File: config.mk
export PLATFORM = sky130hd
export DESIGN_NAME = twm_master_tx
export DESIGN_NICKNAME = d
export VERILOG_FILES = /design/src/shared/twm_pkg.sv /design/src/verilog/twm_bit_engine.sv /design/src/verilog/twm_master_tx.sv
export SDC_FILE = /design/constraint.sdc
export NUM_CORES = 1
export LEC_CHECK = 0
export ABC_AREA = 0
export BUFFER_PORTS_ARGS = -buffer_cell sky130_fd_sc_hd__clkbuf_2
export CORE_ASPECT_RATIO = 1.25
export CORE_UTILIZATION = 35
export DETAILED_ROUTE_END_ITERATION = 8
export PLACE_DENSITY = 0.66
export SLEW_MARGIN = 15
export SYNTH_ARGS = -nofsm -noshare
export SYNTH_HDL_FRONTEND = slang
export SYNTH_SLANG_ARGS = --single-unit
File: constraint.sdc
create_clock -name aclk -period 2.4 [get_ports aclk]
set_input_delay 0.24 -clock aclk [delete_from_list [all_inputs] [get_ports aclk]]
set_output_delay 0.24 -clock aclk [all_outputs]
set_load 0.1 [all_outputs]
File: src/shared/twm_pkg.sv
`default_nettype none
package twm_pkg;
	// ==========================================================
	// Register map and bus widths
	localparam int         ADDR_W      = 4;
	localparam int         DATA_W      = 32;
	localparam logic [3:0] OFS_CTRL    = 4'h0;
	localparam logic [3:0] OFS_STAT    = 4'h4;
	localparam logic [3:0] OFS_DATA    = 4'h8;
	localparam logic [1:0] RESP_OKAY   = 2'b00;
	localparam logic [1:0] RESP_SLVERR = 2'b10;

	// ==========================================================
	// Control byte fields
	localparam int CTL_FLAG  = 7;
	localparam int CTL_ACKEN = 6;
	localparam int CTL_STA   = 5;
	localparam int CTL_STO   = 4;
	localparam int CTL_WCOL  = 3;
	localparam int CTL_EN    = 2;
	localparam int CTL_IE    = 0;

	// ==========================================================
	// Status codes, prescaler bits at zero
	localparam logic [7:0] ST_START     = 8'h08;
	localparam logic [7:0] ST_REP       = 8'h10;
	localparam logic [7:0] ST_SLAW_ACK  = 8'h18;
	localparam logic [7:0] ST_SLAW_NACK = 8'h20;
	localparam logic [7:0] ST_DATA_ACK  = 8'h28;
	localparam logic [7:0] ST_DATA_NACK = 8'h30;
	localparam logic [7:0] ST_LOST      = 8'h38;
	localparam logic [7:0] ST_SLAR_ACK  = 8'h40;
	localparam logic [7:0] ST_SLAR_NACK = 8'h48;
	localparam logic [7:0] ST_NONE      = 8'hF8;
	localparam logic [7:0] PRE_MASK     = 8'h03;
	localparam logic [7:0] DATA_RST     = 8'hFF;
	localparam int         DIR_BIT      = 0;
	localparam logic [3:0] ACK_SLOT     = 4'd8;

	// ==========================================================
	// Timing: quarter of a serial bit, least time rounded up
	localparam int CLK_PERIOD_NS  = 100;
	localparam int SCL_QUARTER_NS = 2500;
	localparam int QUARTER_CYC    = (SCL_QUARTER_NS + CLK_PERIOD_NS - 1) / CLK_PERIOD_NS;

	// ==========================================================
	// Bit engine commands and controller operations
	typedef enum logic [1:0] {CMD_START = 2'h0, CMD_STOP = 2'h1, CMD_WRITE = 2'h2} twm_cmd_t;
	typedef enum logic [2:0] {
		OP_START = 3'h0, OP_REP = 3'h1, OP_ADDR = 3'h2, OP_DATA = 3'h3, OP_STOP = 3'h4
	} twm_op_t;
endpackage
`default_nettype wire

File: src/verilog/twm_bit_engine.sv
`timescale 1ns/1ps
`default_nettype none
module twm_bit_engine #(
	parameter int QUARTER = twm_pkg::QUARTER_CYC
) (
	// Clock and reset
	input  wire logic            aclk,
	input  wire logic            aresetn,
	// Command side
	input  wire logic            en,
	input  wire logic            go,
	input  wire twm_pkg::twm_cmd_t cmd,
	input  wire logic [7:0]      tx_byte,
	output logic                 done,
	output logic                 nack,
	output logic                 lost,
	output logic                 bus_busy,
	// Two-wire pins, enable pulls low
	input  wire logic            scl_i,
	output logic                 scl_oe,
	input  wire logic            sda_i,
	output logic                 sda_oe
);
	import twm_pkg::*;
	localparam int CW = $clog2(QUARTER + 1);
	localparam logic [1:0] PH_HIGH = 2'd2;
	localparam logic [1:0] PH_LAST = 2'd3;
	typedef enum logic [3:0] {
		E_IDLE = 4'b0001, E_START = 4'b0010, E_STOP = 4'b0100, E_BITS = 4'b1000
	} twm_est_t;

	// Sync latency must fit inside one quarter
	if (QUARTER < 4) begin : g_chk
		$error("QUARTER too small");
	end

	twm_est_t st_r, st_nxt;
	logic [1:0] ph_r, ph_nxt;
	logic [3:0] bit_r, bit_nxt;
	logic [7:0] sh_r, sh_nxt;
	logic [CW-1:0] cnt_r, cnt_nxt;
	logic [2:0] scl_s_r, scl_s_nxt, sda_s_r, sda_s_nxt;
	logic scl_f_r, scl_f_nxt, sda_f_r, sda_f_nxt, sda_p_r, sda_p_nxt;
	logic busy_r, busy_nxt, scl_oe_r, scl_oe_nxt, sda_oe_r, sda_oe_nxt;
	logic done_r, done_nxt, nack_r, nack_nxt, lost_r, lost_nxt;
	logic tick, adv;

	// Quarter tick; high phase stalls while the slave stretches
	assign tick = (cnt_r == CW'(QUARTER - 1));
	assign adv  = tick && !(ph_r == PH_HIGH && !scl_f_r);

	// ==========================================================
	// Next state: pin filter, bus-free watch, bit sequencing
	always_comb begin
		st_nxt = st_r;
		ph_nxt = ph_r;
		bit_nxt = bit_r;
		sh_nxt = sh_r;
		cnt_nxt = (st_r == E_IDLE || tick) ? '0 : cnt_r + CW'(1);
		scl_s_nxt = {scl_s_r[1:0], scl_i};
		sda_s_nxt = {sda_s_r[1:0], sda_i};
		scl_f_nxt = (scl_s_r[1] == scl_s_r[2]) ? scl_s_r[2] : scl_f_r;
		sda_f_nxt = (sda_s_r[1] == sda_s_r[2]) ? sda_s_r[2] : sda_f_r;
		sda_p_nxt = sda_f_r;
		busy_nxt = busy_r;
		scl_oe_nxt = scl_oe_r;
		sda_oe_nxt = sda_oe_r;
		done_nxt = 1'b0;
		nack_nxt = nack_r;
		lost_nxt = lost_r;
		// Start and stop seen by anyone on the bus
		if (scl_f_r && sda_p_r && !sda_f_r) begin
			busy_nxt = 1'b1;
		end else if (scl_f_r && !sda_p_r && sda_f_r) begin
			busy_nxt = 1'b0;
		end
		if (adv) begin
			ph_nxt = ph_r + 2'd1;
		end
		case (st_r)
			E_IDLE: begin
				if (go) begin
					ph_nxt = '0;
					lost_nxt = 1'b0;
					case (cmd)
						CMD_START: st_nxt = E_START;
						CMD_STOP:  st_nxt = E_STOP;
						default: begin
							st_nxt = E_BITS;
							sh_nxt = tx_byte;
							bit_nxt = '0;
						end
					endcase
				end
			end
			E_START: begin
				if (adv) begin
					case (ph_r)
						2'd0:    sda_oe_nxt = 1'b0;
						2'd1:    scl_oe_nxt = 1'b0;
						PH_HIGH: sda_oe_nxt = 1'b1;
						default: begin
							scl_oe_nxt = 1'b1;
							done_nxt = 1'b1;
							st_nxt = E_IDLE;
						end
					endcase
				end
			end
			E_STOP: begin
				if (adv) begin
					case (ph_r)
						2'd0:    sda_oe_nxt = 1'b1;
						2'd1:    scl_oe_nxt = 1'b0;
						PH_HIGH: sda_oe_nxt = 1'b0;
						default: begin
							done_nxt = 1'b1;
							st_nxt = E_IDLE;
						end
					endcase
				end
			end
			E_BITS: begin
				if (adv) begin
					case (ph_r)
						2'd0:    sda_oe_nxt = (bit_r != ACK_SLOT) && !sh_r[7];
						2'd1:    scl_oe_nxt = 1'b0;
						PH_HIGH: begin
							if (bit_r == ACK_SLOT) begin
								nack_nxt = sda_f_r;
							end else if (!sda_oe_r && !sda_f_r) begin
								// Another master pulled a released one low
								scl_oe_nxt = 1'b0;
								lost_nxt = 1'b1;
								done_nxt = 1'b1;
								st_nxt = E_IDLE;
							end
						end
						default: begin
							scl_oe_nxt = 1'b1;
							sh_nxt = {sh_r[6:0], 1'b0};
							bit_nxt = bit_r + 4'd1;
							if (bit_r == ACK_SLOT) begin
								done_nxt = 1'b1;
								st_nxt = E_IDLE;
							end
						end
					endcase
				end
			end
			default: st_nxt = E_IDLE;
		endcase
		// Disabled unit lets go of both wires at once
		if (!en) begin
			st_nxt = E_IDLE;
			scl_oe_nxt = 1'b0;
			sda_oe_nxt = 1'b0;
			done_nxt = 1'b0;
		end
	end

	// Register stage only
	always_ff @(posedge aclk) begin
		if (!aresetn) begin
			st_r <= E_IDLE;
			ph_r <= '0;
			bit_r <= '0;
			sh_r <= '0;
			cnt_r <= '0;
			scl_s_r <= 3'b111;
			sda_s_r <= 3'b111;
			scl_f_r <= 1'b1;
			sda_f_r <= 1'b1;
			sda_p_r <= 1'b1;
			busy_r <= 1'b0;
			scl_oe_r <= 1'b0;
			sda_oe_r <= 1'b0;
			done_r <= 1'b0;
			nack_r <= 1'b0;
			lost_r <= 1'b0;
		end else begin
			st_r <= st_nxt;
			ph_r <= ph_nxt;
			bit_r <= bit_nxt;
			sh_r <= sh_nxt;
			cnt_r <= cnt_nxt;
			scl_s_r <= scl_s_nxt;
			sda_s_r <= sda_s_nxt;
			scl_f_r <= scl_f_nxt;
			sda_f_r <= sda_f_nxt;
			sda_p_r <= sda_p_nxt;
			busy_r <= busy_nxt;
			scl_oe_r <= scl_oe_nxt;
			sda_oe_r <= sda_oe_nxt;
			done_r <= done_nxt;
			nack_r <= nack_nxt;
			lost_r <= lost_nxt;
		end
	end

	assign done = done_r;
	assign nack = nack_r;
	assign lost = lost_r;
	assign bus_busy = busy_r;
	assign scl_oe = scl_oe_r;
	assign sda_oe = sda_oe_r;
endmodule
`default_nettype wire

File: src/verilog/twm_master_tx.sv
`timescale 1ns/1ps
`default_nettype none
// Contract
// - Master work starts only after START; address direction bit picks transmit or receive. Here it only picks the address status codes; bytes are always sent.
// - Control write with flag, start and enable set waits for free bus, sends START.
// - After START goes out, flag sets and status reads 0x08.
// - Writing one to the flag clears it and lets the next bus step run.
// - After address, flag sets with 0x18 ack, 0x20 nack or 0x38 lost.
// - Data write while flag low is dropped and sets write collision.
// - In 0x18 to 0x30 a loaded byte is sent and acknowledge sampled.
// - Clear with start only, after address or data, sends repeated START.
// - Clear with stop only sends STOP, then hardware clears the stop bit.
// - Clear with start and stop sends STOP, then START, stop bit cleared.
// - After lost arbitration, clear releases bus, or with start waits then STARTs.
// - In 0x10 address write bit stays transmitter, read bit switches to receiver. Here both stay transmitter; there is no receive path.
// - After repeated START any slave may be addressed without STOP, bus kept.
// - While the flag is set no further bus activity happens.
// - Direction bit is driven low for write, high for read.
module twm_master_tx #(
	parameter int QUARTER = twm_pkg::QUARTER_CYC
) (
	// Clock and reset
	input  wire logic                         aclk,
	input  wire logic                         aresetn,
	// AXI4-Lite write address and data
	input  wire logic [twm_pkg::ADDR_W-1:0]   awaddr,
	input  wire logic                         awvalid,
	output logic                              awready,
	input  wire logic [twm_pkg::DATA_W-1:0]   wdata,
	input  wire logic [twm_pkg::DATA_W/8-1:0] wstrb,
	input  wire logic                         wvalid,
	output logic                              wready,
	// AXI4-Lite write response
	output logic [1:0]                        bresp,
	output logic                              bvalid,
	input  wire logic                         bready,
	// AXI4-Lite read
	input  wire logic [twm_pkg::ADDR_W-1:0]   araddr,
	input  wire logic                         arvalid,
	output logic                              arready,
	output logic [twm_pkg::DATA_W-1:0]        rdata,
	output logic [1:0]                        rresp,
	output logic                              rvalid,
	input  wire logic                         rready,
	// Two-wire pins, open drain
	input  wire logic                         scl_i,
	output logic                              scl_o,
	output logic                              scl_oe,
	input  wire logic                         sda_i,
	output logic                              sda_o,
	output logic                              sda_oe
);
	import twm_pkg::*;
	typedef enum logic [3:0] {
		M_IDLE = 4'b0001, M_WAIT = 4'b0010, M_RUN = 4'b0100, M_HOLD = 4'b1000
	} twm_mst_t;

	// Word match on the upper address bits
	function automatic logic reg_hit(input logic [ADDR_W-1:0] a, input logic [ADDR_W-1:0] o);
		reg_hit = (a[ADDR_W-1:2] == o[ADDR_W-1:2]);
	endfunction

	// ==========================================================
	// Bus slave state
	logic aw_got_r, aw_got_nxt, w_got_r, w_got_nxt;
	logic [ADDR_W-1:0] awaddr_r, awaddr_nxt;
	logic [7:0] wbyte_r, wbyte_nxt;
	logic wen_r, wen_nxt, awready_r, awready_nxt, wready_r, wready_nxt;
	logic bvalid_r, bvalid_nxt, arready_r, arready_nxt, rvalid_r, rvalid_nxt;
	logic [1:0] bresp_r, bresp_nxt, rresp_r, rresp_nxt;
	logic [DATA_W-1:0] rdata_r, rdata_nxt;
	logic wr_fire, wr_ctl, wr_stat, wr_data, wr_map;

	// Controller state
	twm_mst_t st_r, st_nxt;
	twm_op_t op_r, op_nxt;
	twm_cmd_t cmd_r, cmd_nxt;
	logic flag_r, flag_nxt, acken_r, acken_nxt, sta_r, sta_nxt, sto_r, sto_nxt;
	logic wcol_r, wcol_nxt, en_r, en_nxt, ie_r, ie_nxt, lost_r, lost_nxt;
	logic go_r, go_nxt, lo_r;
	logic [1:0] pre_r, pre_nxt;
	logic [7:0] code_r, code_nxt, data_r, data_nxt, ctl_byte;
	logic eng_done, eng_nack, eng_lost, eng_busy, eng_scl_oe, eng_sda_oe, flag_set;

	// Write fires once both halves are held and no response is pending
	assign wr_fire = aw_got_r && w_got_r && !bvalid_r;
	assign wr_map  = reg_hit(awaddr_r, OFS_CTRL) || reg_hit(awaddr_r, OFS_STAT)
		|| reg_hit(awaddr_r, OFS_DATA);
	assign wr_ctl  = wr_fire && wen_r && reg_hit(awaddr_r, OFS_CTRL);
	assign wr_stat = wr_fire && wen_r && reg_hit(awaddr_r, OFS_STAT);
	assign wr_data = wr_fire && wen_r && reg_hit(awaddr_r, OFS_DATA);
	// Reserved bit always reads zero
	assign ctl_byte = {flag_r, acken_r, sta_r, sto_r, wcol_r, en_r, 1'b0, ie_r};

	// ==========================================================
	// AXI4-Lite slave: address and data in either order
	always_comb begin
		aw_got_nxt = aw_got_r;
		w_got_nxt = w_got_r;
		awaddr_nxt = awaddr_r;
		wbyte_nxt = wbyte_r;
		wen_nxt = wen_r;
		bvalid_nxt = bvalid_r;
		bresp_nxt = bresp_r;
		rvalid_nxt = rvalid_r;
		rresp_nxt = rresp_r;
		rdata_nxt = rdata_r;
		if (awvalid && awready_r) begin
			aw_got_nxt = 1'b1;
			awaddr_nxt = awaddr;
		end
		if (wvalid && wready_r) begin
			w_got_nxt = 1'b1;
			wbyte_nxt = wdata[7:0];
			wen_nxt = wstrb[0];
		end
		if (bvalid_r && bready) begin
			bvalid_nxt = 1'b0;
			aw_got_nxt = 1'b0;
			w_got_nxt = 1'b0;
		end
		if (wr_fire) begin
			bvalid_nxt = 1'b1;
			bresp_nxt = wr_map ? RESP_OKAY : RESP_SLVERR;
		end
		if (rvalid_r && rready) begin
			rvalid_nxt = 1'b0;
		end
		if (arvalid && arready_r) begin
			rvalid_nxt = 1'b1;
			rresp_nxt = RESP_OKAY;
			rdata_nxt = '0;
			if (reg_hit(araddr, OFS_CTRL)) begin
				rdata_nxt[7:0] = ctl_byte;
			end else if (reg_hit(araddr, OFS_STAT)) begin
				rdata_nxt[7:0] = code_r | {6'd0, pre_r};
			end else if (reg_hit(araddr, OFS_DATA)) begin
				rdata_nxt[7:0] = data_r;
			end else begin
				rresp_nxt = RESP_SLVERR;
			end
		end
		awready_nxt = !aw_got_nxt && !bvalid_nxt;
		wready_nxt = !w_got_nxt && !bvalid_nxt;
		arready_nxt = !rvalid_nxt;
	end

	// Bus slave registers
	always_ff @(posedge aclk) begin
		if (!aresetn) begin
			aw_got_r <= 1'b0;
			w_got_r <= 1'b0;
			awaddr_r <= '0;
			wbyte_r <= '0;
			wen_r <= 1'b0;
			awready_r <= 1'b0;
			wready_r <= 1'b0;
			bvalid_r <= 1'b0;
			bresp_r <= RESP_OKAY;
			arready_r <= 1'b0;
			rvalid_r <= 1'b0;
			rresp_r <= RESP_OKAY;
			rdata_r <= '0;
		end else begin
			aw_got_r <= aw_got_nxt;
			w_got_r <= w_got_nxt;
			awaddr_r <= awaddr_nxt;
			wbyte_r <= wbyte_nxt;
			wen_r <= wen_nxt;
			awready_r <= awready_nxt;
			wready_r <= wready_nxt;
			bvalid_r <= bvalid_nxt;
			bresp_r <= bresp_nxt;
			arready_r <= arready_nxt;
			rvalid_r <= rvalid_nxt;
			rresp_r <= rresp_nxt;
			rdata_r <= rdata_nxt;
		end
	end

	// ==========================================================
	// Controller: registers seen by software and the step sequencer
	// flag raised on every finished step but STOP
	assign flag_set = (st_r == M_RUN) && eng_done && (op_r != OP_STOP) && en_r;

	always_comb begin
		st_nxt = st_r;
		op_nxt = op_r;
		cmd_nxt = cmd_r;
		go_nxt = 1'b0;
		flag_nxt = flag_r;
		acken_nxt = acken_r;
		sta_nxt = sta_r;
		sto_nxt = sto_r;
		wcol_nxt = wcol_r;
		en_nxt = en_r;
		ie_nxt = ie_r;
		lost_nxt = lost_r;
		pre_nxt = pre_r;
		code_nxt = code_r;
		data_nxt = data_r;
		// hardware drops stop once STOP is out
		if (st_r == M_RUN && eng_done && op_r == OP_STOP) begin
			sto_nxt = 1'b0;
		end
		// write one clears flag; ack enable only stored
		if (wr_ctl) begin
			acken_nxt = wbyte_r[CTL_ACKEN];
			sta_nxt = wbyte_r[CTL_STA];
			sto_nxt = wbyte_r[CTL_STO];
			en_nxt = wbyte_r[CTL_EN];
			ie_nxt = wbyte_r[CTL_IE];
			if (wbyte_r[CTL_FLAG]) begin
				flag_nxt = 1'b0;
			end
		end
		if (wr_stat) begin
			pre_nxt = wbyte_r[1:0] & PRE_MASK[1:0];
		end
		if (wr_data) begin
			if (flag_r) begin
				data_nxt = wbyte_r;
				wcol_nxt = 1'b0;
			end else begin
				wcol_nxt = 1'b1;
			end
		end
		// Set beats a software clear in the same cycle
		if (flag_set) begin
			flag_nxt = 1'b1;
		end
		case (st_r)
			M_IDLE: begin
				// START request waits for a free bus
				if (en_r && sta_r && !flag_r) begin
					st_nxt = M_WAIT;
				end
			end
			M_WAIT: begin
				if (!eng_busy) begin
					go_nxt = 1'b1;
					cmd_nxt = CMD_START;
					op_nxt = OP_START;
					lost_nxt = 1'b0;
					st_nxt = M_RUN;
				end
			end
			M_RUN: begin
				if (eng_done) begin
					st_nxt = M_HOLD;
					case (op_r)
						OP_START: code_nxt = ST_START;
						OP_REP:   code_nxt = ST_REP;
						OP_ADDR: begin
							if (eng_lost) begin
								code_nxt = ST_LOST;
							end else if (data_r[DIR_BIT]) begin
								code_nxt = eng_nack ? ST_SLAR_NACK : ST_SLAR_ACK;
							end else begin
								code_nxt = eng_nack ? ST_SLAW_NACK : ST_SLAW_ACK;
							end
						end
						OP_DATA: begin
							if (eng_lost) begin
								code_nxt = ST_LOST;
							end else begin
								code_nxt = eng_nack ? ST_DATA_NACK : ST_DATA_ACK;
							end
						end
						default: begin
							code_nxt = ST_NONE;
							st_nxt = M_IDLE;
						end
					endcase
					lost_nxt = eng_lost;
				end
			end
			M_HOLD: begin
				// nothing moves until the flag is cleared
				if (!flag_r) begin
					if (lost_r) begin
						// released already; retry START or fall back
						lost_nxt = 1'b0;
						code_nxt = ST_NONE;
						st_nxt = sta_r ? M_WAIT : M_IDLE;
					end else if (sto_r) begin
						// STOP first; a pending start follows from idle
						go_nxt = 1'b1;
						cmd_nxt = CMD_STOP;
						op_nxt = OP_STOP;
						st_nxt = M_RUN;
					end else if (sta_r) begin
						go_nxt = 1'b1;
						cmd_nxt = CMD_START;
						op_nxt = OP_REP;
						st_nxt = M_RUN;
					end else begin
						// send loaded byte, first one after START is address
						go_nxt = 1'b1;
						cmd_nxt = CMD_WRITE;
						op_nxt = (op_r == OP_START || op_r == OP_REP) ? OP_ADDR : OP_DATA;
						st_nxt = M_RUN;
					end
				end
			end
			default: st_nxt = M_IDLE;
		endcase
		// Disable drops any transfer in flight
		if (!en_r) begin
			st_nxt = M_IDLE;
			go_nxt = 1'b0;
		end
	end

	// Controller registers; pin output levels stay low
	always_ff @(posedge aclk) begin
		if (!aresetn) begin
			st_r <= M_IDLE;
			op_r <= OP_STOP;
			cmd_r <= CMD_START;
			go_r <= 1'b0;
			flag_r <= 1'b0;
			acken_r <= 1'b0;
			sta_r <= 1'b0;
			sto_r <= 1'b0;
			wcol_r <= 1'b0;
			en_r <= 1'b0;
			ie_r <= 1'b0;
			lost_r <= 1'b0;
			pre_r <= '0;
			code_r <= ST_NONE;
			data_r <= DATA_RST;
			lo_r <= 1'b0;
		end else begin
			st_r <= st_nxt;
			op_r <= op_nxt;
			cmd_r <= cmd_nxt;
			go_r <= go_nxt;
			flag_r <= flag_nxt;
			acken_r <= acken_nxt;
			sta_r <= sta_nxt;
			sto_r <= sto_nxt;
			wcol_r <= wcol_nxt;
			en_r <= en_nxt;
			ie_r <= ie_nxt;
			lost_r <= lost_nxt;
			pre_r <= pre_nxt;
			code_r <= code_nxt;
			data_r <= data_nxt;
			lo_r <= 1'b0;
		end
	end

	// ==========================================================
	// Bit engine
	twm_bit_engine #(.QUARTER(QUARTER)) u_bits (
		.aclk     (aclk),
		.aresetn  (aresetn),
		.en       (en_r),
		.go       (go_r),
		.cmd      (cmd_r),
		.tx_byte  (data_r),
		.done     (eng_done),
		.nack     (eng_nack),
		.lost     (eng_lost),
		.bus_busy (eng_busy),
		.scl_i    (scl_i),
		.scl_oe   (eng_scl_oe),
		.sda_i    (sda_i),
		.sda_oe   (eng_sda_oe)
	);

	// Outputs
	assign awready = awready_r;
	assign wready = wready_r;
	assign bvalid = bvalid_r;
	assign bresp = bresp_r;
	assign arready = arready_r;
	assign rvalid = rvalid_r;
	assign rresp = rresp_r;
	assign rdata = rdata_r;
	assign scl_o = lo_r;
	assign sda_o = lo_r;
	assign scl_oe = eng_scl_oe;
	assign sda_oe = eng_sda_oe;
endmodule
`default_nettype wire

After elaboration in Yosys (flattened, before gate mapping):

Cells that the tools add are included.

* add/subtract/negate cells: 3
* bitwise logic cells: 2
* reductions and logical operators: 77
* multiplexer cells: 116
* eq/ne operators: 52

Operator list (count)
* 8-bit two-way mux: 10
* 4-bit two-way mux: 17
* 1-bit two-way mux: 44
* 8-bit one-hot mux with 2 select lines: 2
* 8-bit one-hot mux with 4 select lines: 1
* 2-bit two-way mux: 14
* 1-bit logical AND: 27
* 2-bit inequality test, second input constant: 13
* 4-bit one-hot mux with 2 select lines: 3
* 4-bit AND reduction: 5
* 2-bit by 1-bit inequality test with 1-bit output, second input constant: 9
* 4-bit one-hot mux with 4 select lines: 1
* 3-bit two-way mux: 5
* 7-bit two-way mux: 2
* 1-bit one-hot mux with 2 select lines: 7
* 2-bit nonzero test: 7
* 4-bit equality test, second input constant: 3
* 1-bit zero test: 12
* 1-bit one-hot mux with 3 select lines: 4
* 4-bit one-hot mux with 3 select lines: 1
* 5-bit two-way mux: 2
* 2-bit OR reduction: 5
* 3-bit by 1-bit inequality test with 1-bit output, second input constant: 3
* 3-bit inequality test, second input constant: 3
* other kinds (31): 50

* flip-flop bits (word level): 106
* logic and storage cells: 294
* input port bits: 53
* output and inout port bits: 45

Logic depth before layout (Yosys ltp):

* depth after elaboration: 8
* mapped depth: 9
* depth with buffers taken out: 7

Modules after synthesis:

A second synthesis with hierarchy kept.

* cell total of the unflattened synthesis: 545
* area, all modules: 4827.1 um^2

By module, submodules not included
* twm_master_tx: cells an instance 328, sequential area each 1201.2 um^2, instances 1, area an instance 2919.0 um^2
* twm_bit_engine: cells an instance 217, sequential area each 760.7 um^2, instances 1, area an instance 1908.1 um^2

Worst setup path before layout:

No wires, ideal clock.

* path kind: flip-flop to flip-flop
* start point: register bvalid_r, in the netlist bvalid
* end point: register flag_r
* data required time: 2.284 ns
* library setup time: 0.116 ns
* period minus slack after synthesis: 2.085 ns
* stages on the path, launching flop included: 5
* buffers on the path: 0
* data arrival time: 1.969 ns
* path slack: 0.315 ns
* cell sequence: dfxtp_1 nand3b_1 nor4b_2 a21oi_1 a41o_1

* longest elaborated chain between the ends: 6

RTL lines
* start, declared: line twm_master_tx.sv:69 `logic bvalid_r, bvalid_nxt, arready_r, arready_nxt, rvalid_r, rvalid_nxt;`
* start signal, assigned: line twm_master_tx.sv:172 `bvalid_r <= bvalid_nxt;`
* 1-bit zero test: line twm_master_tx.sv:86 `assign wr_fire = aw_got_r && w_got_r && !bvalid_r;`
* 1-bit logical AND: line twm_master_tx.sv:86
* 1-bit logical AND (2 in a row): line twm_master_tx.sv:89 `assign wr_ctl = wr_fire && wen_r && reg_hit(awaddr_r, OFS_CTRL);`
* 2-bit nonzero test (no source line)
* 2-bit AND reduction (no source line)
* end signal, assigned: line twm_master_tx.sv:339 `flag_r <= flag_nxt;`
* end, declared: line twm_master_tx.sv:78 `logic flag_r, flag_nxt, acken_r, acken_nxt, sta_r, sta_nxt, sto_r, sto_nxt;`

No other way between the ends.
A chain may end at the register's enable or synchronous reset.

Worst setup path in the final report:

* start point: register u_bits.ph_r[0]
* end point: register u_bits.scl_oe_r, in the netlist u_bits.scl_oe

* longest elaborated chain between the ends: 6
* elaborated cells between the ends (all ways): 21
* those cells by class: eq/ne (10); mux (5); reduce/logical (6)

RTL lines
* start, declared: line twm_bit_engine.sv:38 `logic [1:0] ph_r, ph_nxt;`
* start signal, assigned: line twm_bit_engine.sv:183 `ph_r <= ph_nxt;`
* branches (longest 6 deep; another with 1-bit one-hot mux with 3 select lines)
* end signal, assigned: line twm_bit_engine.sv:193 `scl_oe_r <= scl_oe_nxt;`
* end, declared: line twm_bit_engine.sv:44 `logic busy_r, busy_nxt, scl_oe_r, scl_oe_nxt, sda_oe_r, sda_oe_nxt;`

Several ways; the timed one is not identified. The select of a mux whose other input is x is not followed.

==> run metrics <==
biggest area consumer among synthesized cells=dfxtp_1; compound-cell area share of the yosys netlist=0.174; Crit. End Element=flop; highest clock rate=460 MHz; Worst path max stage delay=0.53 ns; Synth Flop Type=dfxtp_1; DRC errors left=0; Core Region=12800 sq um; Clock transition at path regs=0.07 ns; multi-input logic area=2400 sq um; hold path cells=2; row cnt=46; first-pass GRT wire length=16.5 mm; Post-synth ARST share=0; ant diodes=0; port bufs=38; Worst Clk Skew=0.00786 ns; final period utilization=0.906; post-synthesis mux area share=0.0322; Initial Util=0.363; worst hold path type=in -> reg; Via density=5.03; Slew headroom=0.620; post-synthesis cell area=4660 sq um; Final ANT Viol Nets=0; Hold Vio Cnt, Final=0; number of global-route vias before repair=3552; grt ovf=0; CTS resizes=0; Synth cell types=59; Post-synth EDFFs=0; largest family of logic cells by synthesized area=simple AND/OR/NAND/NOR gates; share of layout cells above drive strength 1=0.130; H-tree levels=3; initial antenna violation count=0; full die area=13800 sq um; DP Worst Slack=0.229 ns; fill cell count=1313; WP data arrival=2.41 ns; register area=1960 sq um; r2r endpoint=u_bits.scl_oe$_SDFFE_PN0P_; GR Util All Layers=0.149; drt first pass iters=4; Via Count=3775; WP buf/inv=1; synthesized instance count=548; CP Cell Sequence=inv_1, ha_1, nand2b_2, nand2_4, or3_1, or4_1, o211a_1; largest cells by area after synthesis=dfxtp_1 42%, nand2_1 6.9%, buf_4 4.7%; YS warnings=0; drt total wl=9.76 mm; clock latency at the later pin of the worst-skew pair=0.34 ns; CP max FO=8; post-layout min period=2.17 ns; count leader, synth=dfxtp_1; total I/O pin count=98; die height=131 microns; worst slew pin tran=0.570 ns; Final GP Congestion=0.844; post-CTS setup buffers=0; Hold Path Origin=scl_i; Max Transition Viols Final=0; CP required=2.63 ns; final worst setup slack=0.227 ns; hold buffers post-CTS=0; FF+latch count, synth=98; xor/xnor share of the synthesized area=0.00940; Clock Root Buffer=clkbuf_16; unrepaired setup endpoints after global routing=false; largest net degree at the start of global routing=56; Sink Count=98; Max Cap Viol=0; sequential share of the synthesized area=0.421; Worst R2R Setup Slack=0.23 ns; Setup crit start kind=flop; r2r startpoint=u_bits.ph_r[0]$_SDFF_PN0_; Synth Area in Simple Gates=0.251; Crit Path Category=reg -> reg; share of the synthesized area in the top cell type=0.421; syn avg cell area=8.50 sq um; Crit path max-delay family=simple AND/OR/NAND/NOR gates; path depth of the worst reg2reg path=7; worst vdd ir=0.375 mV; Die Wd=105 microns; Final Setup Violations=0; P per Cell Area=700 nW/um^2; Hold EP=u_bits.scl_s_r[0]$_SDFF_PN1_; CTS Buf Count=9; Pleak=2.25 nW; Nets=641; Detail Placement HPWL=7.12 mm; CP max-delay cell=or4_1; P&R area growth vs syn=12.5%; initial DRC count=231; clk buf depth=2; CTS tree=yes; status=finished, final reports clean; Post-Synth Adder-Cell Area=0.0269; commonest cells in the netlist=98 x dfxtp_1, 85 x nand2_1, 35 x nand3_1, 30 x nor2_1, 29 x buf_4; Setup TNS=0 ns; wire per inst=13.0 microns
==> flip-flops by register name (all words and copies together) (netlist names), 4 cells and up <==
signal	cells
code_r	5
data_r	8
rdata	8
st_r	4
u_bits.bit_r	4
u_bits.cnt_r	5
u_bits.sh_r	8
u_bits.st_r	4
wbyte_r	8
==> cell usage in the layout, fill, tap and decap left out, types with 8 or more instances in the layout <==
cell | synthesis | final
clkbuf_2 | 0 | 38
clkbuf_16 | 0 | 9
and2_1 | 8 | 8
dfxtp_1 | 98 | 98
ha_1 | 10 | 10
inv_1 | 17 | 17
o21ai_0 | 27 | 27
nor2b_1 | 14 | 14
nand2b_1 | 12 | 12
a21oi_1 | 18 | 18
nor3_1 | 9 | 9
conb_1 | 1 | 28
a21boi_0 | 14 | 14
o211a_1 | 14 | 14
nor2_1 | 30 | 30
nand3_1 | 35 | 35
buf_4 | 29 | 11
mux2i_1 | 15 | 15
nand2_1 | 85 | 85
o211ai_1 | 9 | 9
==> routing by layer <==
layer  routed length, microns  share of wire  vias up  track usage
met4                      288          0.030        0       0.0779
li1                         -              -     1909            -
met3                      394          0.040       19       0.0288
met5                        0              0        -            0
met2                     4950           0.51      101        0.263
met1                     4130           0.42     1746        0.173
==> power by group <==
part | switching (mW) | internal, mW | leakage, nW
clock network | 0.629 | 0.924 | 0.158
logic | 0.374 | 0.0616 | 1.29
registers | 0.0222 | 1.66 | 0.795
total | 1.02 | 2.64 | 2.25
==> cell type report <==
cell class,instances,area share
multi-input cells,403,0.459
repair buffers,49,0.0521
flip-flops and latches,98,0.374
inverters,17,0.0122
clock inverters,7,0.0193
clock buffers,9,0.0430
well taps,168,0.0401
==> per-stage QoR <==
stage          instances  total power [mW]  hold WS (ns)   util  cell area (sq um)
6_report             751              3.67        0.0880  0.408               5240
5_1_grt              751              3.80        0.0788  0.408               5240
4_1_cts              751              3.72        0.0809  0.408               5240
3_5_place_dp         735              2.15         0.401  0.383               4910
3_3_place_gp         735              2.15         0.392  0.383               4910
2_1_floorplan        575              2.13         0.341      -               4760
==> worst max-delay path by stage <==
| stage | startpoint | end | depth (start not counted) |
|---|---|---|---|
| finish | u_bits.ph_r[0]$_SDFF_PN0_ | u_bits.scl_oe$_SDFFE_PN0P_ | 7 |
| global route | u_bits.ph_r[0]$_SDFF_PN0_ | u_bits.scl_oe$_SDFFE_PN0P_ | 7 |
| CTS | u_bits.ph_r[0]$_SDFF_PN0_ | u_bits.scl_oe$_SDFFE_PN0P_ | 7 |
| detailed placement | u_bits.ph_r[0]$_SDFF_PN0_ | u_bits.scl_oe$_SDFFE_PN0P_ | 7 |
| global placement | u_bits.ph_r[0]$_SDFF_PN0_ | u_bits.scl_oe$_SDFFE_PN0P_ | 7 |
| floorplan | bvalid$_SDFF_PN0_ | flag_r$_SDFFE_PN0P_ | 4 |
==> logic make-up (layout without fill, tap and decap cells) <==
logic type	Yosys count	after routing
and+or+nand+nor	228	228
AOI/OAI and AO/OA	117	117
DFF	98	98
buffers and inverters	74	82
muxes	15	15
adders and majority gates	10	10
xor gates and xnor gates	5	5
other	1	28
Power figures use the tool's default switching activity.
